[config.mk]
export PLATFORM = sky130hd
export DESIGN_NAME = nvsctl_host
export DESIGN_NICKNAME = d
export VERILOG_FILES = /design/src/rtl/nvsctl_pkg.sv /design/src/rtl/nvsctl_host.sv
export SDC_FILE = /design/constraint.sdc
export NUM_CORES = 1
export LEC_CHECK = 0
export BUFFER_PORTS_ARGS = -buffer_cell sky130_fd_sc_hd__buf_2
export CORE_MARGIN = 1.5
export CORE_UTILIZATION = 37
export DETAILED_ROUTE_END_ITERATION = 10
export SLEW_MARGIN = 20
export SYNTH_ARGS = -nofsm -noshare
export SYNTH_HDL_FRONTEND = slang
export SYNTH_SLANG_ARGS = --single-unit
[constraint.sdc]
create_clock -name mclk_in -period 7.3 [get_ports mclk_in]
set_input_delay 1.46 -clock mclk_in [delete_from_list [all_inputs] [get_ports mclk_in]]
set_output_delay 1.46 -clock mclk_in [all_outputs]
set_load 0.01 [all_outputs]
[src/rtl/nvsctl_pkg.sv]
package nvsctl_pkg;

  // ----------------------------------------------------------------
  // bus geometry
  // ----------------------------------------------------------------
  localparam int ADDR_W = 13;
  localparam int DATA_W = 8;

  // ----------------------------------------------------------------
  // store / recall key sequence
  // ----------------------------------------------------------------
  localparam int SEQ_LEN = 6;
  localparam logic [12:0] SEQ_A0 = 13'h0000;
  localparam logic [12:0] SEQ_A1 = 13'h1555;
  localparam logic [12:0] SEQ_A2 = 13'h0aaa;
  localparam logic [12:0] SEQ_A3 = 13'h1fff;
  localparam logic [12:0] SEQ_A4 = 13'h10f0;
  localparam logic [12:0] SEQ_STORE_A5 = 13'h0f0f;
  localparam logic [12:0] SEQ_RECALL_A5 = 13'h0f0e;

  // ----------------------------------------------------------------
  // timing
  // ----------------------------------------------------------------
  localparam int CLK_PERIOD_NS = 10;
  localparam int STORE_BUSY_TIME_MS = 10;
  localparam int RECALL_BUSY_TIME_US = 20;
  localparam int POWERUP_RECALL_TIME_US = 550;
  localparam int STORE_BUSY_CYC = STORE_BUSY_TIME_MS * 1000000 / CLK_PERIOD_NS;
  localparam int RECALL_BUSY_CYC = RECALL_BUSY_TIME_US * 1000 / CLK_PERIOD_NS;
  localparam int POWERUP_RECALL_CYC =
    POWERUP_RECALL_TIME_US * 1000 / CLK_PERIOD_NS;
  // chip select low phase and high phase of each access, in cycles
  localparam int ACC_LOW_CYC = 3;
  localparam int ACC_HIGH_CYC = 1;
  localparam int CNT_W = 24;

  // ----------------------------------------------------------------
  // commands and state
  // ----------------------------------------------------------------
  typedef enum logic [1:0] {
    NVS_CMD_READ,
    NVS_CMD_WRITE,
    NVS_CMD_STORE,
    NVS_CMD_RECALL
  } nvs_cmd_t;

  typedef struct packed {
    nvs_cmd_t          cmd;
    logic [ADDR_W-1:0] addr;
    logic [DATA_W-1:0] wdata;
  } nvs_req_t;

  typedef struct packed {
    logic              sel_n;
    logic              wr_n;
    logic              oe_n;
    logic [ADDR_W-1:0] addr;
    logic [DATA_W-1:0] dq;
    logic              dq_oe_n;
  } nvs_pins_t;

endpackage : nvsctl_pkg

[src/rtl/nvsctl_host.sv]
// What this block does
// - write strobe high reads, low writes
// - store key ends at 0F0F
// - recall key ends at 0F0E
// - write strobe high through all six
// - each key access clocked by select
`timescale 1ns/100ps
`default_nettype none

module nvsctl_host
  import nvsctl_pkg::*;
#(
  parameter int STORE_CYC   = STORE_BUSY_CYC,
  parameter int RECALL_CYC  = RECALL_BUSY_CYC,
  parameter int POWERUP_CYC = POWERUP_RECALL_CYC
) (
  // clock and reset
  input  wire logic              mclk_in,
  input  wire logic              rstn_in,
  // request side
  input  wire logic              req_valid_in,
  input  wire nvs_req_t          req_in,
  input  wire logic              supply_ok_in,
  output logic                   req_ready_out,
  output logic                   rd_valid_out,
  output logic [DATA_W-1:0]      rd_data_out,
  // device pins
  output logic                   sel_n_out,
  output logic                   wr_n_out,
  output logic                   oe_n_out,
  output logic [ADDR_W-1:0]      byte_address_bus_out,
  output logic [DATA_W-1:0]      bidir_data_bus_out,
  output logic                   bidir_data_bus_oe_n_out,
  input  wire logic [DATA_W-1:0] bidir_data_bus_in
);

  // refuse wait counts that the counter cannot hold
  if (STORE_CYC < 1 || STORE_CYC >= (1 << CNT_W) ||
      RECALL_CYC < 1 || RECALL_CYC >= (1 << CNT_W) ||
      POWERUP_CYC < 1 || POWERUP_CYC >= (1 << CNT_W)) begin : g_bad_wait
    $error("nvsctl_host: wait count out of range");
  end

  // ----------------------------------------------------------------
  // state
  // ----------------------------------------------------------------
  typedef enum logic [2:0] {
    ST_POWERUP,
    ST_IDLE,
    ST_LOW,
    ST_HIGH,
    ST_BUSY
  } nvs_state_t;

  typedef struct packed {
    nvs_state_t        state;
    nvs_req_t          req;
    logic [2:0]        step;
    logic [CNT_W-1:0]  cnt;
    logic              ready;
    logic              rvalid;
    logic [DATA_W-1:0] rdata;
    nvs_pins_t         pins;
  } nvs_regs_t;

  localparam nvs_pins_t PINS_IDLE = '{sel_n: 1'b1, wr_n: 1'b1,
    oe_n: 1'b1, addr: '0, dq: '0, dq_oe_n: 1'b1};

  nvs_regs_t r;
  nvs_regs_t next_r;

  function automatic logic [ADDR_W-1:0] key_addr(input logic [2:0] step,
                                                 input nvs_cmd_t cmd);
    case (step)
      3'h0: key_addr = SEQ_A0;
      3'h1: key_addr = SEQ_A1;
      3'h2: key_addr = SEQ_A2;
      3'h3: key_addr = SEQ_A3;
      3'h4: key_addr = SEQ_A4;
      default: key_addr = (cmd == NVS_CMD_STORE) ? SEQ_STORE_A5
                                                 : SEQ_RECALL_A5;
    endcase
  endfunction

  function automatic logic is_key(input nvs_cmd_t cmd);
    is_key = (cmd == NVS_CMD_STORE) || (cmd == NVS_CMD_RECALL);
  endfunction

  // ----------------------------------------------------------------
  // next state
  // ----------------------------------------------------------------
  always_comb begin
    next_r = r;
    next_r.rvalid = 1'b0;
    case (r.state)
      ST_POWERUP: begin
        // wait out the device's own power-up recall
        if (!supply_ok_in) begin
          next_r.cnt = '0;
        end else if (r.cnt >= CNT_W'(POWERUP_CYC - 1)) begin
          next_r.state = ST_IDLE;
          next_r.ready = 1'b1;
          next_r.cnt = '0;
        end else begin
          next_r.cnt = r.cnt + 1'b1;
        end
      end
      ST_IDLE: begin
        if (!supply_ok_in) begin
          // supply loss: device rerecalls on return
          next_r.state = ST_POWERUP;
          next_r.ready = 1'b0;
          next_r.cnt = '0;
        end else if (req_valid_in &&
            !(req_in.cmd == NVS_CMD_WRITE && !supply_ok_in) &&
            !(req_in.cmd == NVS_CMD_STORE && !supply_ok_in)) begin
          next_r.req = req_in;
          next_r.ready = 1'b0;
          next_r.step = '0;
          next_r.cnt = '0;
          next_r.state = ST_LOW;
          next_r.pins.sel_n = 1'b0;
          if (is_key(req_in.cmd)) begin
            next_r.pins.addr = key_addr(3'h0, req_in.cmd);
            next_r.pins.wr_n = 1'b1;
            next_r.pins.oe_n = 1'b1;
          end else if (req_in.cmd == NVS_CMD_WRITE) begin
            // write strobe low together with select: no output drive
            next_r.pins.addr = req_in.addr;
            next_r.pins.wr_n = 1'b0;
            next_r.pins.oe_n = 1'b1;
            next_r.pins.dq = req_in.wdata;
            next_r.pins.dq_oe_n = 1'b0;
          end else begin
            next_r.pins.addr = req_in.addr;
            next_r.pins.wr_n = 1'b1;
            next_r.pins.oe_n = 1'b0;
          end
        end
      end
      ST_LOW: begin
        if (r.cnt >= CNT_W'(ACC_LOW_CYC - 1)) begin
          next_r.cnt = '0;
          next_r.state = ST_HIGH;
          next_r.pins = PINS_IDLE;
          next_r.pins.addr = r.pins.addr;
          if (r.req.cmd == NVS_CMD_READ) begin
            next_r.rvalid = 1'b1;
            next_r.rdata = bidir_data_bus_in;
          end
        end else begin
          next_r.cnt = r.cnt + 1'b1;
        end
      end
      ST_HIGH: begin
        if (r.cnt >= CNT_W'(ACC_HIGH_CYC - 1)) begin
          next_r.cnt = '0;
          if (is_key(r.req.cmd) && r.step < 3'(SEQ_LEN - 1)) begin
            // next key access follows directly, nothing in between
            next_r.step = r.step + 1'b1;
            next_r.state = ST_LOW;
            next_r.pins.sel_n = 1'b0;
            next_r.pins.wr_n = 1'b1;
            next_r.pins.addr = key_addr(r.step + 1'b1, r.req.cmd);
          end else if (is_key(r.req.cmd)) begin
            next_r.state = ST_BUSY;
          end else begin
            next_r.state = ST_IDLE;
            next_r.ready = 1'b1;
          end
        end else begin
          next_r.cnt = r.cnt + 1'b1;
        end
      end
      ST_BUSY: begin
        // bus held idle while the nonvolatile cycle runs
        if ((r.req.cmd == NVS_CMD_STORE &&
             r.cnt >= CNT_W'(STORE_CYC - 1)) ||
            (r.req.cmd == NVS_CMD_RECALL &&
             r.cnt >= CNT_W'(RECALL_CYC - 1))) begin
          next_r.cnt = '0;
          next_r.state = ST_IDLE;
          next_r.ready = 1'b1;
        end else begin
          next_r.cnt = r.cnt + 1'b1;
        end
      end
      default: begin
        next_r.state = ST_POWERUP;
      end
    endcase
  end

  // ----------------------------------------------------------------
  // registers
  // ----------------------------------------------------------------
  always_ff @(posedge mclk_in or negedge rstn_in) begin
    if (!rstn_in) begin
      r <= '{state: ST_POWERUP, req: '0, step: '0, cnt: '0, ready: 1'b0,
             rvalid: 1'b0, rdata: '0, pins: PINS_IDLE};
    end else begin
      r <= next_r;
    end
  end

  assign req_ready_out           = r.ready;
  assign rd_valid_out            = r.rvalid;
  assign rd_data_out             = r.rdata;
  assign sel_n_out               = r.pins.sel_n;
  assign wr_n_out                = r.pins.wr_n;
  assign oe_n_out                = r.pins.oe_n;
  assign byte_address_bus_out    = r.pins.addr;
  assign bidir_data_bus_out      = r.pins.dq;
  assign bidir_data_bus_oe_n_out = r.pins.dq_oe_n;

endmodule // nvsctl_host

`default_nettype wire

==> flow_summary.json <==
{
  "dieArea_mm2": 0.01121,
  "grt_pass1_vias": 3010,
  "ctsHoldBuffers": 0,
  "arrival_ns": 3.10,
  "period_minus_slack_ns": 2.838,
  "nets": 528,
  "synth_seq_area_share": 0.4293,
  "synth_cells": 454,
  "cp_common_cell": "nor2_1",
  "synthAdderAreaFrac": 0.02236,
  "drt-total-wl_um": 8595,
  "synth-async-reset-ratio": 1.000,
  "fin_total_pwr_mw": 1.417,
  "hp-class": "reg2reg",
  "worstPathMaxFanout": 19,
  "path_clk_slew_ns": 0.08,
  "ys_ff_latch": 67,
  "rsz0062_at_grt": "false",
  "fmax_ghz": 0.3523,
  "setup_viol": 0,
  "avgSynthCellArea_um2": 8.629,
  "drc": 0,
  "drt_iter0_markers": 171,
  "grt_pass1_wl_um": 14530,
  "diodes": 0,
  "status": "finished clean",
  "power.density_mw_per_mm2": 324.4,
  "worstMarginPinSlew_ns": 0.8364,
  "die_w_um": 105.9,
  "cts_htree_levels": 3,
  "required_ns": 7.56,
  "drive_gt1_frac": 0.2301,
  "p_leak_nw": 2.083,
  "cp_top_family": "simple AND/OR/NAND/NOR gates",
  "cpPeakStageDelay_ns": 0.41,
  "area_delta_synth_final_pct": 11.47,
  "crit_slowest_cell": "nor2_1",
  "cts_buffers": 9,
  "preCtsSetupSlack_ns": 4.110,
  "antenna_found_initial": 0,
  "syn_area_mm2": 0.003918,
  "yosys.area_share.simple": 0.2437,
  "gp_congestion": 0.8146,
  "start_util": 0.3812,
  "ys_types": 56,
  "peakVddDrop_mv": 0.1214,
  "portBuffers": 69,
  "critPathCaptureType": "flop",
  "cts-resized-gates": 0,
  "vias": 3261,
  "post-cts-setup-buffers": 0,
  "antenna_left": 0,
  "cap_viol_max_count": 0,
  "synthXorXnorAreaFrac": 0.002236,
  "slew_headroom": 0.4404,
  "cts-root-to-sink-buffers": 2,
  "post-dp-hpwl_um": 6015,
  "cp_num_buf_inv": 1,
  "synth_edf_count": 0,
  "num_rows": 37,
  "cp_cell_sequence": "buf_2 > nor3b_1 > nor2_1 > nor2_1 > a2111o_1 > nor2_4 > nor3_1",
  "tritoncts": "yes",
  "synth.yosys.warnings": 0,
  "drt-pass1-iter-count": 4,
  "path_class": "in2reg",
  "clock_skew_ns": 0.01272,
  "root_buffer": "clkbuf_8",
  "die_h_um": 105.9,
  "detail_route.vias_per_cell": 5.201,
  "cts_num_sinks": 67,
  "core_mm2": 0.01028,
  "slew_viol_final": 0,
  "num_io_pins": 70,
  "setup_tns_ns": 0,
  "timing.final.crit_share": 0.3888,
  "hold_viol_final": 0,
  "cp-start-kind": "primary input",
  "fin_ws_ns": 4.462,
  "final_core_util": 0.4249,
  "synth_nets": 496,
  "routedWlPerCell_um": 13.71,
  "clkLatencyLatePin_ns": 0.36,
  "synth_top_family_by_area": "simple AND/OR/NAND/NOR gates",
  "grt_max_degree": 68,
  "grtUsageTotal": 0.1602,
  "synth_ff_type": "dfrtp_1",
  "synth-compound-area-share": 0.1587,
  "muxShareOfSynthArea": 0.05493,
  "grt_overflow": 0
}
[power breakdown]
| group | leakage (nW) | internal, mW | switching [mW] |
|---|---|---|---|
| sequential | 0.867 | 0.485 | 0.0815 |
| clock | 0.111 | 0.195 | 0.160 |
| combinational | 1.11 | 0.207 | 0.289 |
| total | 2.08 | 0.887 | 0.530 |
[cells in the mapped netlist (2+ instances only)]
cell type / n / area (µm²)
a31oi_1: 5 / 31.28
mux2i_1: 8 / 80.08
buf_4: 29 / 217.7
or3_1: 3 / 18.77
nand2_1: 59 / 221.5
nor2b_1: 5 / 31.28
nor2_1: 48 / 180.2
ha_1: 7 / 87.58
and3_1: 5 / 31.28
clkbuf_1: 15 / 56.30
and2_1: 7 / 43.79
inv_1: 10 / 37.54
a211oi_1: 2 / 15.01
o21ai_0: 39 / 195.2
nor4_1: 5 / 31.28
dfrtp_1: 63 / 1577
and4_1: 5 / 43.79
nor3_1: 24 / 120.1
nand3_1: 16 / 80.08
buf_2: 5 / 25.02
a21o_1: 6 / 45.04
o21bai_1: 2 / 15.01
a22oi_1: 2 / 15.01
nand4_1: 8 / 50.05
a21oi_1: 27 / 135.1
mux2_2: 12 / 135.1
nand2b_1: 4 / 25.02
o22ai_1: 2 / 12.51
dfstp_2: 4 / 105.1
[logic make-up (layout without fill, tap and decap cells)]
kind of cell / Yosys count / in the layout
AO/OA/AOI/OAI: 102 / 102
XOR/XNOR: 1 / 1
adder cells (fa/ha/maj): 7 / 7
buffers and inverters: 60 / 97
flip-flops: 67 / 67
multiplexers: 20 / 20
AND/OR/NAND/NOR: 197 / 197
[cells in the final DEF, fill, tap and decap left out, types with 3 or more instances in the layout]
cell,n
clkbuf_8,9
nand2_1,59
nor2b_1,5
and2_1,7
o21ai_0,39
nand4_1,8
or3_1,3
nor2_1,48
a21oi_1,27
mux2_2,12
nor4_1,5
and4_1,5
a31oi_1,5
dfrtp_1,63
nor3_1,24
a21o_1,6
buf_2,69
ha_1,7
mux2i_1,8
nand2b_1,4
and3_1,5
inv_1,10
dfstp_2,4
inv_6,3
nand3_1,16
[worst paths after layout]
path	cells after the start	slack, ns	end	startpoint
setup / recovery	7	4.46	r[51]$_DFFE_PN0P_	supply_ok_in
hold / removal	2	0.47	bidir_data_bus_oe_n_out$_DFFE_PN1P_	bidir_data_bus_oe_n_out$_DFFE_PN1P_
setup reg to reg	5	4.59	rd_data_out[0]$_DFFE_PN0P_	r[48]$_DFFE_PN0P_
hold reg to reg	2	0.47	bidir_data_bus_oe_n_out$_DFFE_PN1P_	bidir_data_bus_oe_n_out$_DFFE_PN1P_
max in group asynchronous	2	5.47	r[58]$_DFFE_PN0P_	rstn_in
min in group asynchronous	2	1.28	bidir_data_bus_out[2]$_DFFE_PN0P_	rstn_in
[worst register-to-register path, cell delays in order (launching register included)]
cell	delay (ns)
dfrtp_1	0.47
nor4_1	0.60
nand4_1	0.33
o21bai_1	0.42
or3_1	0.40
mux2_2	0.38
[per-stage QoR]
step           instances  instance area [µm²]  hold slack (ns)
5_1_grt              627                 4367           0.4886
3_5_place_dp         611                 4144           0.4537
4_1_cts              627                 4367           0.4673
6_report             627                 4367           0.4663
2_1_floorplan        454                 3918           0.4506
3_3_place_gp         611                 4144           0.4480
[sequential cells by signal, indices dropped and copies added, names as in the netlist]
register,cells
byte_address_bus_out,13
bidir_data_bus_out,8
bidir_data_bus_oe_n_out,1
rd_valid_out,1
rd_data_out,8
req_ready_out,1
r,32
sel_n_out,1
oe_n_out,1
wr_n_out,1
[metal layers]
metal,wire [µm],track usage,share of wire
met1,4264,0.2260,0.50
met2,3788,0.2454,0.44
met3,440,0.03801,0.051
met4,101,0.04440,0.012
met5,0,0,0
[cell type report]
type | instances | area [µm²]
clock buffers | 9 | 123.9
clock inverters | 7 | 98.84
fillers | 1053 | 5911
inverters | 10 | 37.54
multi-input cells | 327 | 1894
flip-flops and latches | 67 | 1682
well taps | 136 | 170.2
repair buffers | 71 | 360.3
Power figures use the tool's default switching activity.
